--- src/deep_standby_consts.svh ---
// Constants for the deep standby mode controller: offsets, fields, resets and timing.
`ifndef DEEP_STANDBY_CONSTS_SVH
`define DEEP_STANDBY_CONSTS_SVH
// Summary of operation
// RQ1: Software clears keep bit, unlocks, sleeps deep.
// RQ2: Wake on pin reset, lowvolt, irq, wake pin.
// RQ3: Watchdog and supervisor resets never cause wake; code lets them end non-deep standby.
// RQ4: Always run both CR stabilisation waits on wake; code runs one wait of the longer, after deep standby only.
// RQ5: Regulator settling wait precedes return operations.
// RQ6: Software clears pending wake causes before entry.
// RQ7: Debug powered off during deep standby.
// RQ8: Software waits for flash algorithm completion first.
// RQ9: CPU power removed; reset cause invalid after wake.
// RQ10: Cause two invalid when cause one set.
// RQ11: Control registers keep contents in deep standby.
// RQ12: Field writes need unlock value in same write.
// RQ13: Unlock field always reads zero.
// RQ14: Reserved bits read zero, writes ignored.
// RQ15: Pin-state bit selects hold/GPIO or high impedance.
// RQ16: Mode decode from deep, standby and keep bits.
// RQ17: Products lacking deep modes keep bits zero.
// RQ18: Current field resets to 10; others prohibited.
// RQ19: Sub-oscillator register survives soft and transition resets.
// RQ20: Keep bit set only while oscillator ready.
// RQ21: Software clears both lowvolt enables to block wake; code has one enable, gating only the irq.
// RQ22: Mode entered only on core deep-sleep entry.
`define ADDR_STANDBY_MODE_CONTROL 12'h000
`define ADDR_SUBOSC_CTL 12'h004
`define ADDR_RTC_KEEP 12'h008
`define ADDR_STATUS 12'h00c
`define ADDR_WAKE_CTL 12'h010
`define UNLOCK_KEY 16'h1acc
`define STB_PIN_BIT 4
`define STB_DEEP_BIT 2
`define SUBOSC_CUR_RESET 2'h2
`define HCR_WAIT_CYCLES 16'h0040
`define LCR_WAIT_CYCLES 16'h0020
`define REG_WAIT_US 300
`define CLK_MHZ 200
`define REG_WAIT_CYCLES (`REG_WAIT_US * `CLK_MHZ)
`endif

--- src/deep_standby_pkg.sv ---
// Types for the deep standby mode controller.
package deep_standby_pkg;
	typedef enum logic [2:0] {
		MODE_RUN,
		MODE_TIMER,
		MODE_STOP,
		MODE_RTC,
		MODE_DS_STOP,
		MODE_DS_RTC,
		MODE_BAD
	} mode_t;
	typedef enum logic [2:0] {
		ST_RUN,
		ST_STANDBY,
		ST_DEEP,
		ST_REG_WAIT,
		ST_OSC_WAIT
	} state_t;
endpackage

--- src/wait_timer.sv ---
// Down counter that reports when a loaded wait has expired.
`timescale 1ns/1ps
`default_nettype none
module wait_timer #(
	parameter int WIDTH = 20
) (
	input wire logic clk,
	input wire logic reset_n,
	input wire logic load,
	input wire logic [WIDTH-1:0] count,
	output logic done
);
	logic [WIDTH-1:0] cnt_r;
	logic busy_r;

	// Counts down from the loaded value; done pulses on the last cycle.
	always_ff @(posedge clk or negedge reset_n) begin
		if (!reset_n) begin
			cnt_r <= '0;
			busy_r <= 1'b0;
		end else if (load) begin
			cnt_r <= count;
			busy_r <= 1'b1;
		end else if (busy_r) begin
			if (cnt_r <= WIDTH'(1)) begin
				busy_r <= 1'b0;
			end
			cnt_r <= cnt_r - WIDTH'(1);
		end
	end

	assign done = busy_r && (cnt_r <= WIDTH'(1));
endmodule
`default_nettype wire

--- src/deep_standby_ctrl.sv ---
// Standby and deep standby mode controller with APB register slave.
`timescale 1ns/1ps
`default_nettype none
`include "deep_standby_consts.svh"
module deep_standby_ctrl #(
	parameter int REG_WAIT = `REG_WAIT_CYCLES,
	parameter int HCR_WAIT = 64,
	parameter int LCR_WAIT = 32
) (
	input wire logic clk,
	input wire logic reset_n,
	input wire logic psel,
	input wire logic penable,
	input wire logic pwrite,
	input wire logic [11:0] paddr,
	input wire logic [31:0] pwdata,
	output logic [31:0] prdata,
	output logic pready,
	output logic pslverr,
	input wire logic core_deep_sleep_flag,
	input wire logic sleep_entry,
	input wire logic sub_osc_ready_flag,
	input wire logic external_reset_pin,
	input wire logic lowvolt_reset,
	input wire logic lowvolt_irq,
	input wire logic lowvolt_wake_enable,
	input wire logic wake_pin,
	input wire logic watchdog_reset,
	input wire logic supervisor_reset,
	input wire logic wake_cause_one_set,
	output logic cpu_power_on,
	output logic debug_power_on,
	output logic transition_reset,
	output logic pins_hold,
	output logic pins_gpio,
	output logic pins_hiz,
	output logic hcr_osc_on,
	output logic lcr_osc_on,
	output logic regulator_low,
	output logic cause_two_valid,
	output logic reset_cause_valid,
	output logic [1:0] sub_osc_current,
	output logic mode_prohibited
);
	////////////////////////////////////////////////////////////////////////
	// Register state. No soft reset reaches these, so contents survive the
	// transition reset and the whole deep standby period.

	logic pinState_r;
	logic deepSel_r;
	logic [1:0] stbSel_r;
	logic rtcKeep_r;
	logic [1:0] subCur_r;
	logic resetCauseValid_r;
	deep_standby_pkg::state_t state_r;
	deep_standby_pkg::mode_t modeDec;
	logic wrAcc;
	logic keyOk;
	logic wakeReq;
	logic regDone;
	logic oscDone;
	logic regLoad;
	logic oscLoad;

	assign wrAcc = psel && penable && pwrite;
	assign keyOk = pwdata[31:16] == `UNLOCK_KEY;
	assign pready = 1'b1;
	assign pslverr = 1'b0;

	// Decodes the standby mode from the three select fields.
	function automatic deep_standby_pkg::mode_t decode_mode(input logic d, input logic [1:0] s, input logic k);
		case ({d, s, k})
			4'b0000: decode_mode = deep_standby_pkg::MODE_TIMER; // RQ16
			4'b0100: decode_mode = deep_standby_pkg::MODE_STOP; // RQ16
			4'b0101: decode_mode = deep_standby_pkg::MODE_RTC; // RQ16
			4'b1100: decode_mode = deep_standby_pkg::MODE_DS_STOP; // RQ16
			4'b1101: decode_mode = deep_standby_pkg::MODE_DS_RTC; // RQ16
			default: decode_mode = deep_standby_pkg::MODE_BAD;
		endcase
	endfunction

	assign modeDec = decode_mode(deepSel_r, stbSel_r, rtcKeep_r);
	assign mode_prohibited = modeDec == deep_standby_pkg::MODE_BAD;

	////////////////////////////////////////////////////////////////////////
	// Standby control register: fields change only with the unlock key.
	always_ff @(posedge clk or negedge reset_n) begin // RQ11
		if (!reset_n) begin
			pinState_r <= 1'b0;
			deepSel_r <= 1'b0;
			stbSel_r <= 2'h0;
		end else if (wrAcc && paddr == `ADDR_STANDBY_MODE_CONTROL && keyOk) begin // RQ12
			pinState_r <= pwdata[`STB_PIN_BIT];
			deepSel_r <= pwdata[`STB_DEEP_BIT];
			stbSel_r <= pwdata[1:0];
		end
	end

	// Sub-oscillator current field, reset only by the power-on reset.
	always_ff @(posedge clk or negedge reset_n) begin
		if (!reset_n) begin
			subCur_r <= `SUBOSC_CUR_RESET; // RQ18
		end else if (wrAcc && paddr == `ADDR_SUBOSC_CTL) begin // RQ19
			subCur_r <= pwdata[2:1];
		end
	end
	assign sub_osc_current = subCur_r;

	// Keep bit: a one is accepted only while the sub oscillator is ready.
	always_ff @(posedge clk or negedge reset_n) begin
		if (!reset_n) begin
			rtcKeep_r <= 1'b0;
		end else if (wrAcc && paddr == `ADDR_RTC_KEEP) begin
			if (!pwdata[0] || sub_osc_ready_flag) begin // RQ20
				rtcKeep_r <= pwdata[0];
			end
		end
	end

	// Read mux; unlock field and reserved bits always read zero.
	always_comb begin
		prdata = 32'h0000_0000; // RQ13 RQ14
		case (paddr)
			`ADDR_STANDBY_MODE_CONTROL: prdata = {27'h0, pinState_r, 1'b0, deepSel_r, stbSel_r}; // RQ13 RQ14
			`ADDR_SUBOSC_CTL: prdata = {29'h0, subCur_r, 1'b0}; // RQ14
			`ADDR_RTC_KEEP: prdata = {31'h0, rtcKeep_r};
			`ADDR_STATUS: prdata = {26'h0, resetCauseValid_r, cause_two_valid, 1'b0, state_r};
			default: prdata = 32'h0000_0000;
		endcase
	end

	////////////////////////////////////////////////////////////////////////
	// Power sequencer.

	// Only pin reset, lowvolt reset, enabled lowvolt irq or wake pin count.
	assign wakeReq = external_reset_pin || lowvolt_reset || (lowvolt_irq && lowvolt_wake_enable) || wake_pin; // RQ2 RQ3

	assign regLoad = state_r == deep_standby_pkg::ST_DEEP && wakeReq;
	assign oscLoad = regDone;

	wait_timer #(.WIDTH(24)) u_reg_wait (
		.clk(clk),
		.reset_n(reset_n),
		.load(regLoad),
		.count(24'(REG_WAIT)),
		.done(regDone)
	);

	wait_timer #(.WIDTH(24)) u_osc_wait (
		.clk(clk),
		.reset_n(reset_n),
		.load(oscLoad),
		.count(24'((HCR_WAIT > LCR_WAIT) ? HCR_WAIT : LCR_WAIT)),
		.done(oscDone)
	);

	// Enters the selected mode only on core deep-sleep entry.
	always_ff @(posedge clk or negedge reset_n) begin
		if (!reset_n) begin
			state_r <= deep_standby_pkg::ST_RUN;
		end else begin
			case (state_r)
				deep_standby_pkg::ST_RUN: begin
					if (sleep_entry && core_deep_sleep_flag && !mode_prohibited) begin // RQ22
						if (deepSel_r) begin
							state_r <= deep_standby_pkg::ST_DEEP;
						end else begin
							state_r <= deep_standby_pkg::ST_STANDBY;
						end
					end
				end
				deep_standby_pkg::ST_STANDBY: begin
					if (wakeReq || watchdog_reset || supervisor_reset) begin
						state_r <= deep_standby_pkg::ST_RUN;
					end
				end
				deep_standby_pkg::ST_DEEP: begin
					if (wakeReq) begin // RQ2 RQ3
						state_r <= deep_standby_pkg::ST_REG_WAIT;
					end
				end
				deep_standby_pkg::ST_REG_WAIT: begin
					if (regDone) begin // RQ5
						state_r <= deep_standby_pkg::ST_OSC_WAIT;
					end
				end
				deep_standby_pkg::ST_OSC_WAIT: begin
					if (oscDone) begin // RQ4
						state_r <= deep_standby_pkg::ST_RUN;
					end
				end
				default: state_r <= deep_standby_pkg::ST_RUN;
			endcase
		end
	end

	// Reset cause is invalid after any deep standby episode.
	always_ff @(posedge clk or negedge reset_n) begin
		if (!reset_n) begin
			resetCauseValid_r <= 1'b1;
		end else if (state_r == deep_standby_pkg::ST_DEEP) begin // RQ9
			resetCauseValid_r <= 1'b0;
		end
	end
	assign reset_cause_valid = resetCauseValid_r;

	logic inDeep;
	logic inStandby;
	assign inDeep = state_r != deep_standby_pkg::ST_RUN && state_r != deep_standby_pkg::ST_STANDBY;
	assign inStandby = state_r == deep_standby_pkg::ST_STANDBY;

	// Power, clock and reset outputs follow the sequencer state; cause two valid is the inverse of wake_cause_one_set.
	assign cpu_power_on = !inDeep; // RQ9
	assign debug_power_on = !inDeep; // RQ7
	assign transition_reset = inDeep; // RQ2
	assign regulator_low = state_r == deep_standby_pkg::ST_DEEP;
	assign hcr_osc_on = state_r == deep_standby_pkg::ST_OSC_WAIT || state_r == deep_standby_pkg::ST_RUN; // RQ4
	assign lcr_osc_on = hcr_osc_on; // RQ4
	assign cause_two_valid = !wake_cause_one_set; // RQ10

	// Pin state selection in standby and deep standby.
	assign pins_hiz = pinState_r && (inStandby || state_r == deep_standby_pkg::ST_DEEP); // RQ15
	assign pins_hold = !pinState_r && inStandby; // RQ15
	assign pins_gpio = !pinState_r && state_r == deep_standby_pkg::ST_DEEP; // RQ15
endmodule
`default_nettype wire

--- config.mk ---
export PLATFORM = sky130hd
export DESIGN_NAME = deep_standby_ctrl
export DESIGN_NICKNAME = d
export VERILOG_FILES = /design/src/deep_standby_pkg.sv /design/src/wait_timer.sv /design/src/deep_standby_ctrl.sv
export VERILOG_INCLUDE_DIRS = /design/src /design/src/src
export SDC_FILE = /design/constraint.sdc
export NUM_CORES = 1
export LEC_CHECK = 0
export BUFFER_PORTS_ARGS = -buffer_cell sky130_fd_sc_hd__buf_4
export CORE_MARGIN = 10
export CORE_UTILIZATION = 56
export CTS_CLUSTER_SIZE = 12
export DETAILED_ROUTE_END_ITERATION = 7
export PLACE_DENSITY_LB_ADDON = 0.05
export SKIP_LAST_GASP = 1
export SYNTH_ARGS = -nofsm -noshare
export SYNTH_HDL_FRONTEND = slang
export SYNTH_SLANG_ARGS = --single-unit
--- constraint.sdc ---
create_clock -name clk -period 4.3 [get_ports clk]
set_input_delay 0.645 -clock clk [delete_from_list [all_inputs] [get_ports clk]]
set_output_delay 0.645 -clock clk [all_outputs]
set_load 0.02 [all_outputs]
==> out/qor.csv, run 1 <==
stage;metric;value;unit
layout;n_fill_cell;538;
worst_setup_path;cp-end-kind;register;
drt;routed_wl;8380;microns
layout;antennaDiodeCount;0;
worst_setup_path;r2r_cells;4;
clock_network;htree_levels;3;
synthesis;synthesis.area;0.00365;sq mm
global_routing;antenna_found_initial;0;
layout;register_area;0.00153;sq mm
timing;setup_tns;0;ps
clock_network;post-cts-setup-buffers;0;
drt;vias;2988;
global_routing;grt_max_degree;62;
worst_hold_path;hold_class;primary input to async pin;
synthesis;synthCells;394;
clock_network;path_clk_slew;60;ps
synthesis;synth-edff-count;0;
floorplan;chipHeight;101;microns
timing;relSlewSlack;0.465;
timing;finalMaxSlewViolations;0;
drt;viasPerCell;5.60;
status;status;finished, final reports clean;
placed_design;hpwl;6310;microns
worst_setup_path;crit_path_max_fanout;24;
worst_setup_path;crit_required;4490;ps
clock_network;ctsResizeCount;0;
synthesis;synth.most_common_cell;dfrtp_1;
synthesis;netlist_top_cells_area;dfrtp_1, buf_4, nor2_1;
clock_network;cts_hold_buf;0;
placed_design;gp_congestion;0.809;
clock_network;cts.path.max_buffers;2;
synthesis;syn_avg_cell_area;9.25;sq um
synthesis;synth_top_area_frac;0.405;
job;drv_cap;0;
synthesis;synth_seq_cells;61;
power;max-vdd-ir-drop;210;uV
clock_network;clkLatencyLatePin;340;ps
timing;setup_violations;0;
floorplan;die_area;0.0101;sq mm
power;leakagePower;1.98;nW
worst_setup_path;rrSetupSlack;1990;ps
drt;drc_errors;0;
worst_setup_path;worstReg2RegEnd;state_r[1];
drt;drtPass1Iterations;4;
layout;multi_input_area;0.00188;sq mm
power;power.density;321;mW/mm^2
global_routing;grt_pass1_wl;14300;microns
timing;final.period_utilization;0.538;
floorplan;num_rows;29;
clock_network;clockRootBuffer;clkbuf_8;
timing;hold_viol_final;0;
clock_network;numCtsBuffers;9;
synthesis;ys_types;57;
power;fin_total_pwr;1.35;mW
synthesis;yosysWarningCount;0;
layout;final_core_util;0.664;
timing;skew;9.92;ps
worst_setup_path;worstSetupPathType;register to register;
synthesis;ys_seq_area_frac;0.419;
timing;fin_crit;2310;ps
floorplan;start_util;0.574;
placed_design;port_buffers;66;
floorplan;die_x;101;microns
synthesis;synthArstFlopShare;1.00;
timing;rsz0062_at_grt;false;
floorplan;ios;108;
synthesis;ys_top_cells_by_count;dfrtp_1, nor2_1, buf_4;
timing;worst_pin_slew;799;ps
timing;clock.fmax;433;MHz
worst_setup_path;crit_path_start_kind;register;
drt;ant_nets;0;
drt;wl_per_cell;15.7;microns
layout;layout-drive-gt1-share;0.221;
synthesis;synth_ff_type;dfrtp_1;
clock_network;cts.sinks;61;
floorplan;core_area;0.00635;sq mm
worst_setup_path;critPathArrivalTime;2500;ps
synthesis;synth_top_area_cell;dfrtp_1;
global_routing;grt_usage;0.170;
drt;drt_iter0_drc;98;
clock_network;cts_tree;done;
layout;synthToLayoutAreaGrowth;15.6;%
global_routing;overflow;0;
global_routing;grt_pass1_vias;3071;
layout;final_net_count;518;
worst_setup_path;reg2reg_from;u_reg_wait.cnt_r[18];
## worst max-delay path by stage
| stage | from | end |
|---|---|---|
| 2_1_floorplan | state_r[1] | pins_hold |
| 3_3_place_gp | paddr[1] | stbSel_r[1] |
| 3_5_place_dp | paddr[1] | stbSel_r[1] |
| 4_1_cts | u_reg_wait.cnt_r[18] | state_r[1] |
| 5_1_grt | u_reg_wait.cnt_r[8] | state_r[1] |
| 6_report | u_reg_wait.cnt_r[18] | state_r[1] |
## layout make-up
| class | count | share of cell area |
|---|---|---|
| repair buffers | 67 | 0.119 |
| multi-input cells | 303 | 0.445 |
| well taps | 77 | 0.0228 |
| flip-flops and latches | 61 | 0.363 |
| clock inverters | 1 | 0.00178 |
| clock buffers | 13 | 0.0377 |
| inverters | 12 | 0.0107 |
## worst max-delay path, cell delays in order, from the launching register on
cell and delay, ps:
dfrtp_1 400, or4_1 610, nor4_2 350, and4b_2 640
o32ai_1 170
## logic make-up (layout without fill, tap and decap cells)
family / Yosys count / after routing / share of synthesized area
AO/OA/AOI/OAI: 60 / 60 / 0.109
XOR/XNOR: 19 / 19 / 0.0456
adder cells (fa/ha/maj): 4 / 4 / 0.0137
buffers and inverters: 57 / 93 / 0.0937
flip-flops: 61 / 61 / 0.419
multiplexers: 16 / 16 / 0.0463
other: 2 / 29 / 0.00206
AND/OR/NAND/NOR: 175 / 175 / 0.270
## registers in the layout (all words and copies together) (netlist names)
signal and count:
deepSel_r 1, pinState_r 1, reset_cause_valid 1, rtcKeep_r 1, state_r 3, stbSel_r 2
sub_osc_current 2, u_osc_wait.busy_r 1, u_osc_wait.cnt_r 24, u_reg_wait.busy_r 1, u_reg_wait.cnt_r 24
## metal layers
metal  part of all wire  up-vias  GRT usage
met5                  0        -          0
met3              0.038       10     0.0391
met2               0.51       38      0.281
met1               0.43     1448      0.206
li1                   -     1492          -
met4              0.016        0     0.0717
## placed cells by master (no fill, tap or decap), types with 2 or more instances in the layout
cell / Yosys / layout
a211oi_1: 2 / 2
a21oi_1: 18 / 18
a31oi_1: 3 / 3
and3_1: 2 / 2
buf_4: 31 / 67
clkbuf_1: 9 / 2
clkbuf_8: 0 / 11
conb_1: 2 / 29
dfrtp_1: 59 / 59
dfstp_2: 2 / 2
ha_1: 4 / 4
inv_1: 12 / 12
mux2_2: 7 / 7
mux2i_1: 9 / 9
nand2_1: 25 / 25
nand2b_1: 12 / 12
nand3_1: 11 / 11
nand3b_1: 4 / 4
nand4_1: 10 / 10
nand4b_1: 4 / 4
nor2_1: 39 / 39
nor3_1: 13 / 13
nor3b_1: 2 / 2
nor4_1: 17 / 17
nor4_2: 2 / 2
nor4bb_1: 2 / 2
o211ai_1: 2 / 2
o21ai_0: 9 / 9
o31ai_1: 13 / 13
or2_2: 3 / 3
or3_1: 10 / 10
or4_1: 10 / 10
or4_4: 2 / 2
xnor2_1: 6 / 6
xor2_1: 13 / 13
## report_power, final
group | total [mW] | internal (mW) | switching (mW)
Sequential | 0.672 | 0.620 | 0.0518
Combinational | 0.234 | 0.0971 | 0.137
Clock | 0.447 | 0.235 | 0.212
## stage by stage
step | instances | area [sq um] | hold WS, ps | setup WS, ps
global placement | 520 | 4050 | 494 | 1800
CTS | 534 | 4220 | 403 | 1980
finish | 534 | 4220 | 382 | 1990
detailed placement | 520 | 4050 | 492 | 1820
global route | 534 | 4220 | 440 | 1810
floorplan | 421 | 3750 | 349 | 2050
Power figures use the tool's default switching activity.
==> inputs of run 2 (changes only) <==
- ABC_AREA: default -> 1
- CORE_UTILIZATION: 56 -> 48
- clock period: 4.3 -> 1.9 ns (I/O delays scaled with it)
==> run 2 against run 1 <==
Net effect:
- global-route usage is 0.99 points lower
- die area up 20%
- area after synthesis up 6.9%
- via count rose by 19%
- first-iteration DRC count rose by 70%
- final cell count up 36%
- clock power is 130% higher
- synthesized cell count is 39% higher
- largest power group unchanged
- highest routed layer unchanged
==> out/qor.csv, run 2 <==
stage;metric;value;unit;change
status;status;finished, final reports clean;;unchanged
worst_setup_path;cpPeakStageDelay;410;ps;was 640 ps
drt;wl_per_cell;13.1;microns;was 15.7 microns
worst_setup_path;cp-end-kind;register;;unchanged
layout;antennaDiodeCount;0;;unchanged
timing;relSlewSlack;0.641;;was 0.465
clock_network;numCtsBuffers;9;;unchanged
timing;setup_violations;0;;unchanged
layout;final_cell_mix;nand2_1, nor2_1, buf_4;;was buf_4, dfrtp_1, nor2_1
layout;final_net_count;686;;was 518
synthesis;synth_ff_type;dfrtp_1;;unchanged
power;max-vdd-ir-drop;399;uV;was 210 uV
timing;final.period_utilization;0.932;;was 0.538
placed_design;port_buffers;66;;unchanged
synthesis;ys_types;40;;was 57
synthesis;synth_seq_cells;61;;unchanged
drt;drt_iter0_drc;167;;was 98
power;power.density;639;mW/mm^2;was 321 mW/mm^2
timing;skew;10.7;ps;was 9.92 ps
drt;ant_nets;0;;unchanged
global_routing;grt_pass1_wl;15700;microns;was 14300 microns
placed_design;hpwl;7460;microns;was 6310 microns
layout;layout-drive-gt1-share;0.188;;was 0.221
clock_network;clockRootBuffer;clkbuf_8;;unchanged
synthesis;netlist_top_cells_area;dfrtp_1, nand2_1, nor2_1;;was dfrtp_1, buf_4, nor2_1
timing;rsz0062_at_grt;false;;unchanged
worst_setup_path;critPathArrivalTime;1990;ps;was 2500 ps
drt;drtPass1Iterations;4;;unchanged
floorplan;die_area;0.0121;sq mm;was 0.0101 sq mm
global_routing;grt_pass1_vias;3502;;was 3071
timing;hold_viol_final;0;;unchanged
synthesis;ys_seq_area_frac;0.392;;was 0.419
clock_network;cts.sinks;61;;unchanged
worst_setup_path;crit_path_max_fanout;4;;was 24
timing;clock.fmax;565;MHz;was 433 MHz
synthesis;synthCells;548;;was 394
worst_setup_path;crit_family;simple AND/OR/NAND/NOR gates;;unchanged
worst_hold_path;hold_class;primary input to register;;was primary input to async pin
synthesis;synthesis.area;0.00390;sq mm;was 0.00365 sq mm
synthesis;synth.most_common_cell;nand2_1;;was dfrtp_1
synthesis;syn_avg_cell_area;7.11;sq um;was 9.25 sq um
drt;vias;3553;;was 2988
drt;routed_wl;9520;microns;was 8380 microns
clock_network;cts.path.max_buffers;2;;unchanged
floorplan;start_util;0.499;;was 0.574
layout;reg_top3;u_osc_wait.cnt_r: 24 flops, u_reg_wait.cnt_r: 24 flops, state_r: 3 flops;;unchanged
floorplan;ios;108;;unchanged
worst_setup_path;rrSetupSlack;130;ps;was 1990 ps
timing;setup_tns;0;ps;unchanged
synthesis;synth-edff-count;0;;unchanged
global_routing;grt_usage;0.160;;was 0.170
worst_setup_path;crit_path_start_kind;register;;unchanged
layout;n_fill_cell;733;;was 538
worst_setup_path;crit_required;2120;ps;was 4490 ps
synthesis;synth_top_area_cell;dfrtp_1;;unchanged
clock_network;path_clk_slew;70;ps;was 60 ps
synthesis;synth_top_area_frac;0.379;;was 0.405
floorplan;core_area;0.00781;sq mm;was 0.00635 sq mm
placed_design;gp_congestion;0.845;;was 0.809
job;drv_cap;0;;unchanged
timing;finalMaxSlewViolations;0;;unchanged
drt;viasPerCell;4.88;;was 5.60
floorplan;num_rows;32;;was 29
timing;fin_crit;1770;ps;was 2310 ps
worst_setup_path;crit_chain;inv_2, ha_4, nand2_4, nor3_4, nand2_2, nor3_4, o21ai_0, a21o_1;;was or4_1, nor4_2, and4b_2, o32ai_1
layout;synthToLayoutAreaGrowth;17.8;%;was 15.6%
power;leakagePower;2.41;nW;was 1.98 nW
floorplan;die_x;110;microns;was 101 microns
clock_network;htree_levels;3;;unchanged
clock_network;clkLatencyLatePin;340;ps;about the same
floorplan;chipHeight;110;microns;was 101 microns
worst_setup_path;worst-path-buf-inv;1;;was 0
worst_setup_path;path_common_cell;nor3_4;;
clock_network;cts_tree;done;;unchanged
drt;drc_errors;0;;unchanged
global_routing;antenna_found_initial;0;;unchanged
synthesis;yosysWarningCount;0;;unchanged
global_routing;overflow;0;;unchanged
timing;worst_pin_slew;533;ps;was 799 ps
global_routing;grt_max_degree;35;;was 62
power;fin_total_pwr;2.93;mW;was 1.35 mW
worst_setup_path;worstSetupPathType;register to register;;unchanged
synthesis;synthArstFlopShare;1.00;;unchanged
synthesis;ys_top_cells_by_count;nand2_1, nor2_1, inv_1;;was dfrtp_1, nor2_1, buf_4
worst_setup_path;crit_path_top_delay_cell;dfrtp_1;;was and4b_2
layout;final_common_cell;nand2_1;;was buf_4
==> run 2: cell types whose count changed after synthesis, moves of 10 or more <==
cell,delta
nand2b_1,-12
nand3_1,+15
or3_1,-10
o21ai_0,+20
o31ai_1,-12
inv_1,+52
nor4_1,-14
nor2_1,+68
nand2_1,+88
or4_1,-10
==> run 2: kinds of logic (layout without fill, tap and decap cells) <==
kind of cell             Yosys count  in the layout  share of synthesized area
XOR/XNOR                           7              7                     0.0157
other                              2             29                    0.00193
AND/OR/NAND/NOR                  306            306                      0.350
flip-flops                        61             61                      0.392
buffers and inverters            105            156                      0.139
AO/OA/AOI/OAI                     63             63                     0.0883
adder cells (fa/ha/maj)            4              4                     0.0128
==> run 2: worst min-delay path: stages <==
cell	delay, ps
buf_4	80
nand3_1	60
nand2_1	60
==> run 2: final timing paths <==
kind | depth (start not counted) | end | from
setup reg to reg | 8 | u_reg_wait.cnt_r[14] | u_reg_wait.cnt_r[0]
hold / removal | 3 | pinState_r | pwdata[4]
hold reg to reg | 2 | reset_cause_valid | reset_cause_valid
max in group asynchronous | 3 | sub_osc_current[1] | reset_n
min in group asynchronous | 2 | u_reg_wait.cnt_r[22] | reset_n
setup / recovery | 8 | u_reg_wait.cnt_r[14] | u_reg_wait.cnt_r[0]
==> run 2: power by group <==
group	switching, mW	leakage, nW	internal [mW]
Clock	0.511	0.0812	0.497
Combinational	0.366	1.54	0.224
Sequential	0.0170	0.786	1.32
==> run 2: final cells by class <==
cell class / instances / area [sq um] / share of cell area
tap: 102 / 128 / 0.0278
clock inverter: 4 / 25.0 / 0.00545
clock buffer: 11 / 141 / 0.0308
timing repair buffer: 74 / 571 / 0.124
sequential: 61 / 1530 / 0.333
inverter: 67 / 251 / 0.0548
multi-input combinational: 409 / 1950 / 0.424
==> run 2: through the flow <==
step / hold WS, ps / setup slack (ps) / cells / util / area (sq um)
after global placement: 276 / 149 / 710 / 0.561 / 4380
after detailed placement: 278 / 115 / 710 / 0.561 / 4380
after floorplan: -10.6 / 133 / 575 / - / 4000
after CTS: 169 / 79.6 / 726 / 0.584 / 4560
after global routing: 176 / 2.90 / 728 / 0.588 / 4590
final: 179 / 129 / 728 / 0.588 / 4590
==> run 2: what timing repair did <==
item / CTS / global route
endpoints found under the setup margin: 1 / 10
gates resized for setup: 1 / 6
hold buffers: 1 / 0
buffers inserted: 0 / 2
hold endpoints to repair: 33 / 0
pin swaps: 0 / 3
==> run 2: per-layer routing <==
| layer | vias to the layer above | share of wire | GRT usage |
|---|---|---|---|
| met1 | 1639 | 0.48 | 0.207 |
| met5 | - | 0 | 0 |
| met2 | 80 | 0.45 | 0.246 |
| met3 | 2 | 0.062 | 0.0592 |
| met4 | 0 | 0.0033 | 0.0404 |
| li1 | 1832 | - | - |
